===== src/verilog/tmr8_pkg.sv =====
// Purpose: Constants and carriers for the 8-bit timer with shared prescaler
// Assumes: Registers reached over AXI4-Lite, one aligned word each
// Notes: Printed offsets are register indexes; byte address is four times index
package tmr8_pkg;
	// ----------------------------------------
	// Register indexes and byte addresses
	// ----------------------------------------
	localparam logic [7:0] TMR8_IDX_COUNT = 8'h01;
	localparam logic [7:0] TMR8_IDX_INTCTL = 8'h0B;
	localparam logic [7:0] TMR8_IDX_OPTION = 8'h81;
	localparam logic [7:0] TMR8_IDX_CTRL = 8'hC0;
	localparam logic [11:0] TMR8_ADDR_COUNT = {2'h0, TMR8_IDX_COUNT, 2'h0};
	localparam logic [11:0] TMR8_ADDR_INTCTL = {2'h0, TMR8_IDX_INTCTL, 2'h0};
	localparam logic [11:0] TMR8_ADDR_OPTION = {2'h0, TMR8_IDX_OPTION, 2'h0};
	localparam logic [11:0] TMR8_ADDR_CTRL = {2'h0, TMR8_IDX_CTRL, 2'h0};
	// ----------------------------------------
	// Field positions
	// ----------------------------------------
	localparam int TMR8_OPT_CS = 5;
	localparam int TMR8_OPT_SE = 4;
	localparam int TMR8_OPT_PSA = 3;
	localparam int TMR8_INT_IE = 5;
	localparam int TMR8_INT_IF = 2;
	localparam int TMR8_CTRL_SLEEP = 0;
	localparam int TMR8_CTRL_CLEAR_WATCHDOG_INSTRUCTION = 1;
	// ----------------------------------------
	// Reset values and counts
	// ----------------------------------------
	localparam logic [7:0] TMR8_OPTION_RST = 8'hFF;
	localparam logic [7:0] TMR8_COUNT_RST = 8'h00;
	localparam logic [7:0] TMR8_INTCTL_RST = 8'h00;
	localparam logic [1:0] TMR8_WRITE_INHIBIT = 2'h2;
	localparam logic [1:0] TMR8_RESP_OKAY = 2'h0;
	localparam logic [1:0] TMR8_RESP_SLVERR = 2'h2;

	typedef struct packed {
		logic clock_source_select;
		logic source_edge_select;
		logic prescaler_assign;
		logic [2:0] prescale_ratio;
	} tmr8_cfg_s;
endpackage : tmr8_pkg


===== src/verilog/tmr8_prescaler.sv =====
// Purpose: Shared 8-bit prescaler, timer prescaler or watchdog postscaler
// Assumes: Count value is never visible to software
// Notes: Emits one tick per selected ratio of input ticks
`timescale 1ns/1ps
module tmr8_prescaler #(
	parameter int WIDTH = 8
) (
	input wire logic aclk,
	input wire logic aresetn,
	input wire logic tick_in,
	input wire logic clear,
	input wire logic wdt_mode,
	input wire logic [2:0] ratio,
	output logic tick_out
);
	logic [WIDTH-1:0] cnt_q;
	logic [WIDTH-1:0] cnt_next;
	logic [3:0] shift;
	logic [WIDTH-1:0] limit;

	// Timer ratios 1:2..1:256, watchdog ratios 1:1..1:128
	assign shift = wdt_mode ? {1'b0, ratio} : ({1'b0, ratio} + 4'h1);
	assign limit = WIDTH'((9'h001 << shift) - 9'h001);
	assign cnt_next = cnt_q + WIDTH'(1);

	always_ff @(posedge aclk) begin
		if (!aresetn) begin
			cnt_q <= '0;
			tick_out <= 1'b0;
		end else if (clear) begin
			cnt_q <= '0;
			tick_out <= 1'b0;
		end else if (tick_in) begin
			if (cnt_q >= limit) begin
				cnt_q <= '0;
				tick_out <= 1'b1;
			end else begin
				cnt_q <= cnt_next;
				tick_out <= 1'b0;
			end
		end else begin
			tick_out <= 1'b0;
		end
	end
endmodule : tmr8_prescaler


===== src/verilog/tmr8_sync.sv =====
// Purpose: Three-stage synchroniser with agreement filter and edge select
// Assumes: Pin input is asynchronous to aclk
// Notes: First stage is read only by the second
`timescale 1ns/1ps
module tmr8_sync (
	input wire logic aclk,
	input wire logic aresetn,
	input wire logic pin_in,
	input wire logic falling_sel,
	output logic edge_pulse
);
	logic s1_q;
	logic s2_q;
	logic s3_q;
	logic level_q;
	logic agree;
	logic rise;
	logic fall;

	assign agree = (s2_q == s3_q);
	assign rise = agree && s3_q && !level_q;
	assign fall = agree && !s3_q && level_q;

	always_ff @(posedge aclk) begin
		if (!aresetn) begin
			s1_q <= 1'b0;
			s2_q <= 1'b0;
			s3_q <= 1'b0;
			level_q <= 1'b0;
			edge_pulse <= 1'b0;
		end else begin
			s1_q <= pin_in;
			s2_q <= s1_q;
			s3_q <= s2_q;
			if (agree) begin
				level_q <= s3_q;
			end
			edge_pulse <= falling_sel ? fall : rise;
		end
	end
endmodule : tmr8_sync


===== src/verilog/tmr8_timer.sv =====
// Purpose: 8-bit timer/counter with prescaler shared with the watchdog
// Assumes: Each aclk cycle is one instruction cycle; AXI4-Lite register access
// Notes: Watchdog counter lies outside; only its prescaler tick leaves here
`timescale 1ns/1ps
// What this block does
// - Clock source select clear: count instruction cycles, through the prescaler when it serves the timer.
// - After a counter write, counting is held off for two cycles.
// - Clock source select set: count edges of the external pin.
// - Edge select clear counts rising edges, set counts falling edges.
// - External pin is synchronised, then counted a cycle later.
// - One prescaler serves timer or watchdog, never both.
// - Software cannot read or write the prescaler count.
// - Assigned to timer, ratio field gives 1:2 up to 1:256.
// - Assigned to watchdog, ratio field gives 1:1 up to 1:128.
// - Counter writes clear the prescaler when it serves the timer.
// - Clear-watchdog clears the prescaler when it serves the watchdog.
// - Assignment may change at any time without stopping.
// - Rollover from FFh to 00h sets the overflow flag.
// - Overflow interrupt gated by the enable bit.
// - Timer stops during sleep, so overflow cannot wake.
module tmr8_timer (
	input wire logic aclk,
	input wire logic aresetn,
	input wire logic [11:0] s_axi_awaddr,
	input wire logic s_axi_awvalid,
	output logic s_axi_awready,
	input wire logic [31:0] s_axi_wdata,
	input wire logic [3:0] s_axi_wstrb,
	input wire logic s_axi_wvalid,
	output logic s_axi_wready,
	output logic [1:0] s_axi_bresp,
	output logic s_axi_bvalid,
	input wire logic s_axi_bready,
	input wire logic [11:0] s_axi_araddr,
	input wire logic s_axi_arvalid,
	output logic s_axi_arready,
	output logic [31:0] s_axi_rdata,
	output logic [1:0] s_axi_rresp,
	output logic s_axi_rvalid,
	input wire logic s_axi_rready,
	input wire logic external_count_pin,
	input wire logic watchdog_tick,
	output logic watchdog_post_tick,
	output logic irq
);
	// ----------------------------------------
	// Registers
	// ----------------------------------------
	logic [7:0] count_q;
	logic [7:0] option_q;
	logic [7:0] intctl_q;
	logic sleep_q;
	logic [1:0] inhibit_q;
	logic aw_full_q;
	logic w_full_q;
	logic [11:0] awaddr_q;
	logic [31:0] wdata_q;
	logic [3:0] wstrb_q;
	tmr8_pkg::tmr8_cfg_s cfg;

	assign cfg = '{clock_source_select: option_q[tmr8_pkg::TMR8_OPT_CS],
		source_edge_select: option_q[tmr8_pkg::TMR8_OPT_SE],
		prescaler_assign: option_q[tmr8_pkg::TMR8_OPT_PSA],
		prescale_ratio: option_q[2:0]};

	// ----------------------------------------
	// Write channel handshake
	// ----------------------------------------
	logic do_write;
	logic wr_count;
	logic wr_intctl;
	logic wr_option;
	logic wr_ctrl;
	logic wr_hit;
	logic [7:0] wbyte;
	logic wlane;

	assign do_write = aw_full_q && w_full_q && !s_axi_bvalid;
	assign wbyte = wdata_q[7:0];
	assign wlane = wstrb_q[0];
	assign wr_count = do_write && wlane && (awaddr_q == tmr8_pkg::TMR8_ADDR_COUNT);
	assign wr_intctl = do_write && wlane && (awaddr_q == tmr8_pkg::TMR8_ADDR_INTCTL);
	assign wr_option = do_write && wlane && (awaddr_q == tmr8_pkg::TMR8_ADDR_OPTION);
	assign wr_ctrl = do_write && wlane && (awaddr_q == tmr8_pkg::TMR8_ADDR_CTRL);
	assign wr_hit = (awaddr_q == tmr8_pkg::TMR8_ADDR_COUNT) || (awaddr_q == tmr8_pkg::TMR8_ADDR_INTCTL)
		|| (awaddr_q == tmr8_pkg::TMR8_ADDR_OPTION) || (awaddr_q == tmr8_pkg::TMR8_ADDR_CTRL);

	always_ff @(posedge aclk) begin
		if (!aresetn) begin
			aw_full_q <= 1'b0;
			w_full_q <= 1'b0;
			awaddr_q <= '0;
			wdata_q <= '0;
			wstrb_q <= '0;
			s_axi_awready <= 1'b0;
			s_axi_wready <= 1'b0;
			s_axi_bvalid <= 1'b0;
			s_axi_bresp <= tmr8_pkg::TMR8_RESP_OKAY;
		end else begin
			s_axi_awready <= !aw_full_q && !s_axi_awready && s_axi_awvalid;
			s_axi_wready <= !w_full_q && !s_axi_wready && s_axi_wvalid;
			if (s_axi_awvalid && s_axi_awready) begin
				aw_full_q <= 1'b1;
				awaddr_q <= {s_axi_awaddr[11:2], 2'h0};
			end
			if (s_axi_wvalid && s_axi_wready) begin
				w_full_q <= 1'b1;
				wdata_q <= s_axi_wdata;
				wstrb_q <= s_axi_wstrb;
			end
			if (do_write) begin
				s_axi_bvalid <= 1'b1;
				s_axi_bresp <= wr_hit ? tmr8_pkg::TMR8_RESP_OKAY : tmr8_pkg::TMR8_RESP_SLVERR;
				aw_full_q <= 1'b0;
				w_full_q <= 1'b0;
			end else if (s_axi_bvalid && s_axi_bready) begin
				s_axi_bvalid <= 1'b0;
			end
		end
	end

	// ----------------------------------------
	// Read channel
	// ----------------------------------------
	logic [11:0] raddr;
	logic [7:0] rbyte;
	logic rd_hit;

	assign raddr = {s_axi_araddr[11:2], 2'h0};
	// Prescaler count has no read path
	assign rbyte = (raddr == tmr8_pkg::TMR8_ADDR_COUNT) ? count_q :
		(raddr == tmr8_pkg::TMR8_ADDR_INTCTL) ? intctl_q :
		(raddr == tmr8_pkg::TMR8_ADDR_OPTION) ? option_q :
		(raddr == tmr8_pkg::TMR8_ADDR_CTRL) ? {7'h00, sleep_q} : 8'h00;
	assign rd_hit = (raddr == tmr8_pkg::TMR8_ADDR_COUNT) || (raddr == tmr8_pkg::TMR8_ADDR_INTCTL)
		|| (raddr == tmr8_pkg::TMR8_ADDR_OPTION) || (raddr == tmr8_pkg::TMR8_ADDR_CTRL);

	always_ff @(posedge aclk) begin
		if (!aresetn) begin
			s_axi_arready <= 1'b0;
			s_axi_rvalid <= 1'b0;
			s_axi_rdata <= '0;
			s_axi_rresp <= tmr8_pkg::TMR8_RESP_OKAY;
		end else begin
			s_axi_arready <= !s_axi_arready && !s_axi_rvalid && s_axi_arvalid;
			if (s_axi_arvalid && s_axi_arready) begin
				s_axi_rvalid <= 1'b1;
				s_axi_rdata <= {24'h000000, rbyte};
				s_axi_rresp <= rd_hit ? tmr8_pkg::TMR8_RESP_OKAY : tmr8_pkg::TMR8_RESP_SLVERR;
			end else if (s_axi_rvalid && s_axi_rready) begin
				s_axi_rvalid <= 1'b0;
			end
		end
	end

	// ----------------------------------------
	// Count source and prescaler
	// ----------------------------------------
	logic pin_edge;
	logic src_tick;
	logic to_timer;
	logic ps_in;
	logic ps_clear;
	logic ps_tick;
	logic clear_watchdog_instruction;
	logic inc;

	tmr8_sync u_sync (
		.aclk(aclk),
		.aresetn(aresetn),
		.pin_in(external_count_pin),
		.falling_sel(cfg.source_edge_select),
		.edge_pulse(pin_edge)
	);

	assign to_timer = !cfg.prescaler_assign;
	assign src_tick = cfg.clock_source_select ? pin_edge : 1'b1;
	assign ps_in = to_timer ? (src_tick && !sleep_q) : watchdog_tick;
	assign clear_watchdog_instruction = wr_ctrl && wbyte[tmr8_pkg::TMR8_CTRL_CLEAR_WATCHDOG_INSTRUCTION];
	// Safe reassignment sequence is software's duty
	assign ps_clear = to_timer ? wr_count : clear_watchdog_instruction;

	tmr8_prescaler #(
		.WIDTH(8)
	) u_prescaler (
		.aclk(aclk),
		.aresetn(aresetn),
		.tick_in(ps_in),
		.clear(ps_clear),
		.wdt_mode(cfg.prescaler_assign),
		.ratio(cfg.prescale_ratio),
		.tick_out(ps_tick)
	);

	// Timer without prescaler sees raw source tick
	assign inc = (to_timer ? ps_tick : src_tick) && !sleep_q && (inhibit_q == 2'h0);

	// ----------------------------------------
	// Counter, flags, configuration
	// ----------------------------------------
	logic ovf;
	logic [7:0] intctl_d;
	logic [7:0] if_bit;
	logic [7:0] ovf_bit;

	assign ovf = inc && (count_q == 8'hFF);
	assign if_bit = 8'h01 << tmr8_pkg::TMR8_INT_IF;
	assign ovf_bit = {7'h00, ovf} << tmr8_pkg::TMR8_INT_IF;
	// Flag is write-one-to-clear; overflow set wins over a clear
	assign intctl_d = wr_intctl ? ((wbyte & ~if_bit) | (intctl_q & ~wbyte & if_bit) | ovf_bit)
		: (intctl_q | ovf_bit);

	always_ff @(posedge aclk) begin
		if (!aresetn) begin
			count_q <= tmr8_pkg::TMR8_COUNT_RST;
			option_q <= tmr8_pkg::TMR8_OPTION_RST;
			intctl_q <= tmr8_pkg::TMR8_INTCTL_RST;
			sleep_q <= 1'b0;
			inhibit_q <= 2'h0;
			watchdog_post_tick <= 1'b0;
			irq <= 1'b0;
		end else begin
			if (wr_count) begin
				count_q <= wbyte;
				inhibit_q <= tmr8_pkg::TMR8_WRITE_INHIBIT;
			end else begin
				if (inc) begin
					count_q <= count_q + 8'h01;
				end
				if (inhibit_q != 2'h0) begin
					inhibit_q <= inhibit_q - 2'h1;
				end
			end
			if (wr_option) begin
				option_q <= wbyte;
			end
			if (wr_ctrl) begin
				sleep_q <= wbyte[tmr8_pkg::TMR8_CTRL_SLEEP];
			end
			intctl_q <= intctl_d;
			watchdog_post_tick <= cfg.prescaler_assign ? ps_tick : watchdog_tick;
			irq <= intctl_d[tmr8_pkg::TMR8_INT_IF] && intctl_d[tmr8_pkg::TMR8_INT_IE];
		end
	end
endmodule : tmr8_timer

===== config.mk =====
export PLATFORM = sky130hd
export DESIGN_NAME = tmr8_timer
export DESIGN_NICKNAME = d
export VERILOG_FILES = /design/src/verilog/tmr8_pkg.sv /design/src/verilog/tmr8_prescaler.sv /design/src/verilog/tmr8_sync.sv /design/src/verilog/tmr8_timer.sv
export SDC_FILE = /design/constraint.sdc
export NUM_CORES = 1
export LEC_CHECK = 0
export ABC_AREA = 1
export BUFFER_PORTS_ARGS = -buffer_cell sky130_fd_sc_hd__buf_2
export CAP_MARGIN = 20
export CORE_ASPECT_RATIO = 1.25
export CORE_MARGIN = 4
export CORE_UTILIZATION = 30
export DETAILED_ROUTE_END_ITERATION = 16
export GPL_TIMING_DRIVEN = 0
export PLACE_DENSITY = 0.64
export SLEW_MARGIN = 20
export SYNTH_ARGS = -nofsm -noshare
export SYNTH_HDL_FRONTEND = slang
export SYNTH_SLANG_ARGS = --single-unit

===== constraint.sdc =====
create_clock -name aclk -period 2.6 [get_ports aclk]
set_input_delay 0.13 -clock aclk [delete_from_list [all_inputs] [get_ports aclk]]
set_output_delay 0.13 -clock aclk [all_outputs]
set_load 0.03 [all_outputs]

==> out/qor.txt, run 1 <==
CP Capture Type: register
area grow syn2layout: 26.4%
total power: 2880 µW
final WL: 10.2 mm
full die area: 15800 µm²
Synth Instances: 589
Overflow after GRT: 0
first-pass GRT wire length: 16.7 mm
TNS Setup: 0 ps
layout cells sized above 1: 23.5%
# DRC: 0
vias post-DR: 3848
outcome: finished clean
cts bufs inserted: 9
CP cell instances: ha_4, inv_1, o21ai_2, inv_2, nand3_2, ha_4, nand2_4, buf_4, xor2_1, ha_1, nand2_1, nor2_4, nand4_1, nand3_2, nand2_2, nand2_4, nor2_1
# rows: 47
WL/cell: 11.7 µm
crit path kind: reg2reg
Startpoint Class: register
Clock Latency Late Sink: 330 ps
synthesized cell area: 4160 µm²
Fill cells: 1436
clock power share: 46.5%
CP max FO: 8
final count of hold timing violations: 0
Crit path largest cell delay: 360 ps
Vias/cell: 4.44
total core area: 13400 µm²
drt pass-1 iters: 5
H-Tree Depth: 3
Max clock buf depth: 2
routed wl met2: 4.74 mm
Max-slew headroom: 58.2%
Hold Path Class: in2reg
Die Span Y: 140 µm
Root Buffer Master: clkbuf_16
Tightest Pin Transition: 625 ps
wl on met1: 4.62 mm
TritonCTS sink count: 79
max_cap viols: 0
buffers plus inverters on the worst setup path: 3
leak pwr: 0.00248 µW
Flop pwr share: 43.9%
Top FF cell, synth: dfxtp_1
Layout Nets: 774
Cell variety after synth: 39
total track usage: 12.9%
TritonCTS clock tree: built
Pwr Density: 547 nW/µm²
initial antenna violation count: 0
largest net degree at the start of global routing: 13
DPL Wire Length: 7.64 mm
Layout Skew: 5.89 ps
required time worst endpoint: 2830 ps
Synth Area per Inst: 7.06 µm²
crit path DAT: 2810 ps
met3 routed WL: 605 µm
sw power: 679 µW
unrepaired setup endpoints after global routing: yes
Final Max Slew Viols: 0
highest clock rate: 388 MHz
RePlAce Congestion: 0.849
slowest cell on the critical path: dfxtp_4
Worst VDD drop: 447 µV
Worst-path clk slew: 60 ps
R2R Path Start: option_q[1]
CP startpoint: option_q[1]
hold_sp: s_axi_awvalid
Synth Warn #: 0
delay-heaviest family, CP: simple AND/OR/NAND/NOR gates
Antenna Nets Post-Route: 0
top layer in use: met4
internal power: 2200 µW
combinational power share: 9.6%
Initial Util: 31.0%
Final Cycle Share: 99.1%
Post-synth EDFFs: 0
Die Wd: 113 µm
Switching Fraction: 23.6%
vias in the first global route: 3551
IO Pins: 112
# diodes: 0
Final Setup Violations: 0
Seq cells post-synth: 79
First DRT Iteration DRCs: 232
Post-synth ARST share: 0%
I/O Buffers: 54
sequential share of the synthesized area: 38.0%
Tmin final: 2580 ps
==> repair_timing <==
| item | 4_1_cts | 5_1_grt |
|---|---|---|
| endpoints found under the hold margin | 1 | 0 |
| setup buffers | 2 | 10 |
| hold buffers | 1 | 0 |
| setup endpoints to repair | 9 | 9 |
| resized for setup | 9 | 26 |
| pin swaps | 3 | 18 |
==> placed cells by master, fill, tap and decap left out, types with 8 or more instances in the layout <==
cell type	count
inv_1	57
nand2_1	127
a21oi_1	33
xor2_1	8
nand3_1	59
clkbuf_16	9
buf_2	57
clkbuf_1	10
nor2_1	56
nor2_2	17
conb_1	26
dfxtp_1	77
ha_1	12
o21ai_0	24
nand4_1	13
buf_4	37
==> metrics by stage <==
step	instances	setup WS (ps)	hold WS, ps	cell area, µm²	utilization, %
after floorplan	614	56.9	228	4250	-
after global placement	839	-320	318	4740	35.3
after detailed placement	839	-361	327	4740	35.3
after CTS	857	1.95	14.7	5100	38.1
after global routing	866	-125	26.2	5260	39.2
final	866	23.7	24.1	5260	39.2
==> cells in the mapped netlist (all sizes together), types with 3 or more instances <==
cell,instances,area [µm²]
nor3,8,51.3
ha,14,175
buf,31,225
dfxtp,79,1580
a21oi,34,174
nand2,137,529
inv,61,229
or2,3,18.8
nand3b,4,42.5
nand3,65,335
nand4,14,103
o21ai,32,164
clkbuf,8,30.0
xor2,8,70.1
nor2,79,347
==> registers in the layout (all words and copies together) (netlist names), 2 cells and up <==
name,count
option_q,8
u_prescaler.cnt_q,8
awaddr_q,10
intctl_q,8
wdata_q,8
count_q,8
s_axi_rdata,8
inhibit_q,2
==> cell type report <==
type,instances,area [µm²],area share (%)
Tap cell,171,214,4.07
Multi-Input combinational cell,433,2290,43.5
Buffer,39,255,4.85
Timing Repair Buffer,66,363,6.90
Clock buffer,12,246,4.69
Sequential cell,79,1590,30.2
Inverter,63,236,4.50
Clock inverter,3,67.6,1.28
==> cells by family after synthesis <==
kind of cell / synth area share (%)
compound gates: 9.20
xor+xnor: 2.11
fa+ha+maj: 4.21
buf+inv: 11.8
flops: 38.0
mux: 0.271
other cells: 0.0901
simple gates: 34.3
==> power by group through the flow <==
stage / combinational [µW] / clock, µW / sequential, µW
finish: 276 / 1340 / 1260
global route: 310 / 1440 / 1270
floorplan: 195 / 0 / 1300
global placement: 271 / 0 / 1290
detailed placement: 273 / 0 / 1290
CTS: 277 / 1370 / 1270
==> tightest hold or removal path: cells and delay by family <==
| family | cells | cell delay (ps) |
|---|---|---|
| simple gates | 2 | 80 |
| buf+inv | 1 | 100 |
==> per-layer routing <==
metal  vias up  track usage [%]
li1       2054                -
met1      1666             17.0
met2       114             20.8
met3        14             2.26
met4         0             5.19
met5         -                0
==> path summary, 6_finish.rpt <==
| check | end | slack, ps | cells past startpoint |
|---|---|---|---|
| setup reg to reg | u_prescaler.cnt_q[6] | 20 | 17 |
| setup / recovery | u_prescaler.cnt_q[6] | 20 | 17 |
| hold / removal | s_axi_awready | 20 | 3 |
| hold reg to reg | u_sync.s2_q | 420 | 2 |
No activity file was read; power rests on OpenSTA's default activity.
==> inputs of run 2 (changes only) <==
--- a/config.mk
+++ b/config.mk
@@ -13,7 +13,7 @@
 export CORE_UTILIZATION = 30
 export DETAILED_ROUTE_END_ITERATION = 16
 export GPL_TIMING_DRIVEN = 0
-export PLACE_DENSITY = 0.64
+export PLACE_DENSITY = 0.63
 export SLEW_MARGIN = 20
 export SYNTH_ARGS = -nofsm -noshare
 export SYNTH_HDL_FRONTEND = slang
==> constraint.sdc (replaced) <==
create_clock -name aclk -period 3.3 [get_ports aclk]
set_input_delay 0.165 -clock aclk [delete_from_list [all_inputs] [get_ports aclk]]
set_output_delay 0.165 -clock aclk [all_outputs]
set_load 0.03 [all_outputs]
==> run 2 against run 1 <==
Via count fell by 1.8%. Utilization fell by 1.7 points. Count of clock-buffer cells in the layout fell by 2. Setup slack improved by 440 ps. Fmax fell by 9.2%. Critical path depth rose by 4. Sequential cell count did not move. Sequential share of layout area rose by 1.2 points. Clock power fell by 27%. Sequential power fell by 21%. Routed wire length fell by 4.1%. Largest cell class unchanged. Highest routed layer unchanged.
==> out/qor.txt, run 2 (same netlist as run 1, synthesis figures left out) <==
outcome: finished clean
final count of hold timing violations: 0
most flop-heavy register: awaddr_q
Layout Nets: 762
# DRC: 0
total core area: 13400 µm²
Vias/cell: 4.42
DPL Wire Length: 7.63 mm
Final Setup Violations: 0
CP max FO: 8
full die area: 15800 µm²
CP Capture Type: register
Root Buffer Master: clkbuf_16
Max clock buf depth: 2
# diodes: 0
number of gates resized after CTS: 0
most frequent cells in the layout: 133 x nand2_1, 79 x dfxtp_1, 64 x nor2_1
largest net degree at the start of global routing: 14
Tightest Pin Transition: 634 ps
Final Max Slew Viols: 0
hold endpoint: u_sync.s1_q
Hold Crit Depth: 3
Layout Skew: 6.90 ps
Worst-path clk slew: 60 ps
H-Tree Depth: 3
TritonCTS sink count: 79
Cell Area, Placed: 4740 µm²
hold_sp: external_count_pin
most common cell after layout, fill and taps aside: nand2_1
Hold Path Class: in2reg
Die Wd: 113 µm
Pwr Density: 434 nW/µm²
I/O Buffers: 54
cts bufs inserted: 9
# rows: 47
crit path DAT: 3070 ps
Initial Util: 31.0%
crit path kind: reg2reg
R2R Path Start: option_q[0]
total track usage: 13.0%
Tmin final: 2840 ps
required time worst endpoint: 3530 ps
Largest register FFs: 10
TNS Setup: 0 ps
Die Span Y: 140 µm
Clock Latency Late Sink: 340 ps
Fill cells: 1484
First DRT Iteration DRCs: 134
Final Cycle Share: 86.0%
vias post-DR: 3777
total power: 2190 µW
layout cells sized above 1: 18.9%
WL/cell: 11.4 µm
R2R setup slack: 460 ps
Max-slew headroom: 57.6%
final core utilization: 37.5%
Antenna Nets Post-Route: 0
unrepaired setup endpoints after global routing: no
area grow syn2layout: 20.9%
vias in the first global route: 3528
Post-CTS Hold Fix Bufs: 0
first-pass GRT wire length: 16.7 mm
drt pass-1 iters: 4
Overflow after GRT: 0
Post-Place Cells: 839
Worst VDD drop: 261 µV
leak pwr: 0.00241 µW
worst r2r path cells: 21
Post-Layout Cell Count: 855
RePlAce Congestion: 0.844
IO Pins: 112
final instance area: 5030 µm²
Startpoint Class: register
initial antenna violation count: 0
TritonCTS clock tree: built
R2R Path End: u_prescaler.cnt_q[6]
setup bufs post-CTS: 0
max_cap viols: 0
highest clock rate: 352 MHz
final WL: 9.74 mm
==> run 2: changes by cell type in the layout (fill, tap and decap cells not counted), moves of 3 or more <==
cell and delta:
nor2_4 -3, nand3_2 -4, nand2_2 -4, nor2_1 +8, buf_4 -11, clkinv_2 +3
nor2_2 -5, nand2_1 +6, nand3_1 +4, inv_2 -3, inv_1 +3
==> run 2: worst max-delay path by stage <==
stage	slack, ps	cells past startpoint	to	start
5_1_grt	80	21	u_prescaler.cnt_q[1]	option_q[1]
3_3_place_gp	320	21	u_prescaler.cnt_q[6]	option_q[0]
2_1_floorplan	760	21	u_prescaler.cnt_q[6]	option_q[0]
4_1_cts	330	21	u_prescaler.cnt_q[6]	option_q[0]
3_5_place_dp	340	21	u_prescaler.cnt_q[6]	option_q[0]
6_report	460	21	u_prescaler.cnt_q[6]	option_q[0]
==> run 2: critical path, cell delays in order, from the launching register on <==
cell and delay, ps:
dfxtp_1 410, ha_1 200, nand3_1 80, nand2_1 120, inv_1 80, nor2_2 160, nand3_1 150, ha_1 230
nand2_1 100, nor2_1 60, nand2_1 60, nand2_1 40, nand2_1 50, inv_1 40, ha_1 250, nand2_1 60
nor2_1 150, nand4_1 90, nand3_1 90, nand2_1 80, nand2_2 160, nor2_1 60
==> run 2: where the power goes <==
| part | internal (µW) | switching [µW] | total, µW | leakage (µW) |
|---|---|---|---|---|
| Sequential | 977 | 20.0 | 997 | 0.000641 |
| Clock | 583 | 391 | 974 | 0.000142 |
| Combinational | 74.6 | 140 | 215 | 0.00162 |
| Total | 1630 | 551 | 2190 | 0.00241 |
==> run 2: final cells by class <==
| cell class | count | area, µm² | share of cell area (%) |
|---|---|---|---|
| Sequential cell | 79 | 1580 | 31.4 |
| Multi-Input combinational cell | 433 | 2180 | 43.4 |
| Timing Repair Buffer | 54 | 270 | 5.37 |
| Clock inverter | 6 | 61.3 | 1.22 |
| Inverter | 63 | 236 | 4.70 |
| Clock buffer | 10 | 229 | 4.55 |
| Buffer | 39 | 255 | 5.07 |
| Tap cell | 171 | 214 | 4.25 |
==> run 2: routing by layer <==
metal  wire length (µm)  global-route usage (%)
met2               4420                    20.5
met1               4630                    17.1
met3                498                    2.61
met5                  0                       0
met4                194                    6.01
==> run 2: stage by stage <==
| step | setup WS (ps) | hold slack (ps) |
|---|---|---|
| after CTS | 331 | 7.26 |
| after detailed placement | 342 | 361 |
| after global routing | 84.8 | 28.8 |
| final | 461 | 14.5 |
| after floorplan | 757 | 263 |
| after global placement | 324 | 354 |
==> inputs of run 3 (changes only) <==
--- a/config.mk
+++ b/config.mk
@@ -9,11 +9,11 @@
 export BUFFER_PORTS_ARGS = -buffer_cell sky130_fd_sc_hd__buf_2
 export CAP_MARGIN = 20
 export CORE_ASPECT_RATIO = 1.25
-export CORE_MARGIN = 4
-export CORE_UTILIZATION = 30
+export CORE_UTILIZATION = 57
 export DETAILED_ROUTE_END_ITERATION = 16
 export GPL_TIMING_DRIVEN = 0
-export PLACE_DENSITY = 0.63
+export PLACE_DENSITY = 0.95
+export SKIP_LAST_GASP = 1
 export SLEW_MARGIN = 20
 export SYNTH_ARGS = -nofsm -noshare
 export SYNTH_HDL_FRONTEND = slang
==> run 3 against run 2 <==
Clock skew rose by 6.8 ps. Clock power fell by 17%. Fmax fell by 3.7%. Final cell count fell by 9.4%. Sequential cell count did not move. Largest power group unchanged.
==> out/qor.txt, run 3 (same netlist as run 1, synthesis figures left out) <==
outcome: finished clean
WL/cell: 12.3 µm
Die Span Y: 97.5 µm
largest net degree at the start of global routing: 16
combinational power share: 10.7%
Crit path largest cell delay: 420 ps
DPL Wire Length: 7.24 mm
max_cap viols: 0
Vias/cell: 5.18
drt pass-1 iters: 5
final instance area: 4870 µm²
clock power share: 40.0%
Clock Latency Late Sink: 360 ps
Final Setup Violations: 0
Largest register FFs: 10
worst setup margin: 351 ps
IO Pins: 112
total track usage: 26.3%
Max clock buf depth: 2
vias in the first global route: 3759
Initial Util: 59.3%
sw power: 539 µW
full die area: 7650 µm²
CP dominant cell by count: nand2_1
Pwr Density: 415 nW/µm²
slowest cell on the critical path: dfxtp_1
Max-slew headroom: 58.8%
TritonCTS sink count: 79
CP cell instances: ha_1, nand3_1, nand2_1, inv_1, nor2_2, nand3_1, ha_1, nand2_1, nor2_1, nand2_1, nand2_1, nand2_1, inv_1, ha_1, nand2_1, nor2_1, nand4_1, nand3_1, nand2_1, nand2_2, nor2_1
H-Tree Depth: 3
leak pwr: 0.00237 µW
Layout Skew: 13.7 ps
# DRC: 0
Layout Nets: 763
TritonCTS clock tree: built
Worst VDD drop: 350 µV
unrepaired setup endpoints after global routing: no
Hold Path Class: in2reg
Fill cells: 565
First DRT Iteration DRCs: 255
Root Buffer Master: clkbuf_8
final count of hold timing violations: 0
# diodes: 0
TNS Setup: 0 ps
Worst-path clk slew: 90 ps
Tmin final: 2950 ps
Startpoint Class: register
total power: 2020 µW
Final Max Slew Viols: 0
layout cells sized above 1: 19.0%
cts bufs inserted: 9
Die Wd: 78.4 µm
I/O Buffers: 54
Antenna Nets Post-Route: 0
RePlAce Congestion: 0.912
Register Area: 1580 µm²
CP Capture Type: register
Switching Fraction: 26.7%
crit path kind: reg2reg
# rows: 34
area grow syn2layout: 17.2%
Final Cycle Share: 89.4%
Tightest Pin Transition: 616 ps
initial antenna violation count: 0
crit path DAT: 3210 ps
total core area: 7020 µm²
final core utilization: 69.4%
Overflow after GRT: 0
Multi-input gate area: 2180 µm²
setup bufs post-CTS: 0
Flop pwr share: 49.2%
final WL: 9.55 mm
CP max FO: 8
vias post-DR: 4012
most flop-heavy register: awaddr_q
most common cell after layout, fill and taps aside: nand2_1
first-pass GRT wire length: 16.0 mm
internal power: 1480 µW
Cell Area, Placed: 4640 µm²
post-place setup slack: 281 ps
highest clock rate: 339 MHz
required time worst endpoint: 3560 ps
most frequent cells in the layout: 133 x nand2_1, 79 x dfxtp_1, 64 x nor2_1
[run 3: cell types whose count changed in the layout (fill, tap and decap cells not counted), sizes merged]
cell / delta
bufinv: +1
clkbuf: -1
clkinv: -4
clkinvlp: +1
dlygate4sd3: +1
inv: +3
[run 3: power groups by stage]
stage | Sequential (µW) | Clock, µW | Combinational [µW]
6_report | 997 | 810 | 217
5_1_grt | 1000 | 856 | 239
4_1_cts | 996 | 815 | 216
3_5_place_dp | 1020 | 0 | 214
3_3_place_gp | 1020 | 0 | 206
2_1_floorplan | 1020 | 0 | 154
[run 3: worst paths after layout]
| check | start | to | slack, ps | depth (start not counted) |
|---|---|---|---|---|
| max | option_q[0] | u_prescaler.cnt_q[5] | 350 | 21 |
| min reg2reg | u_sync.s1_q | u_sync.s2_q | 410 | 2 |
| min | s_axi_arvalid | s_axi_arready | 30 | 3 |
| max reg2reg | option_q[0] | u_prescaler.cnt_q[5] | 350 | 21 |
[run 3: worst max-delay path, delay by kind of cell (launching register included)]
kind | cells | cell delay, ps
AND/OR/NAND/NOR | 16 | 1590
flip-flops | 1 | 420
adder cells (fa/ha/maj) | 3 | 700
buffers and inverters | 2 | 130
[run 3: repair_timing]
item / 4_1_cts / 5_1_grt
hold buffers: 1 / 0
resized for setup: 0 / 1
endpoints found under the setup margin: 0 / 8
endpoints found under the hold margin: 1 / 0
[run 3: area by class of cell]
cell class	count	area share [%]
buffer	39	5.24
clock buffer	9	2.54
clock inverter	7	2.08
inverter	63	4.85
multi-input combinational	433	44.8
sequential	79	32.4
tap	90	2.31
timing repair buffer	55	5.75
[run 3: per-stage QoR]
stage	hold slack [ps]	cells
detailed placement	364	758
global placement	358	758
CTS	26.2	775
finish	30.0	775
global route	30.8	775
floorplan	263	614
[run 3: metal layers]
| layer | global-route usage [%] | vias up | part of all wire (%) |
|---|---|---|---|
| li1 | - | 2033 | - |
| met1 | 28.9 | 1801 | 40 |
| met2 | 47.8 | 156 | 51 |
| met3 | 5.82 | 22 | 7.0 |
| met4 | 11.0 | 0 | 2.2 |
| met5 | 0 | - | 0 |
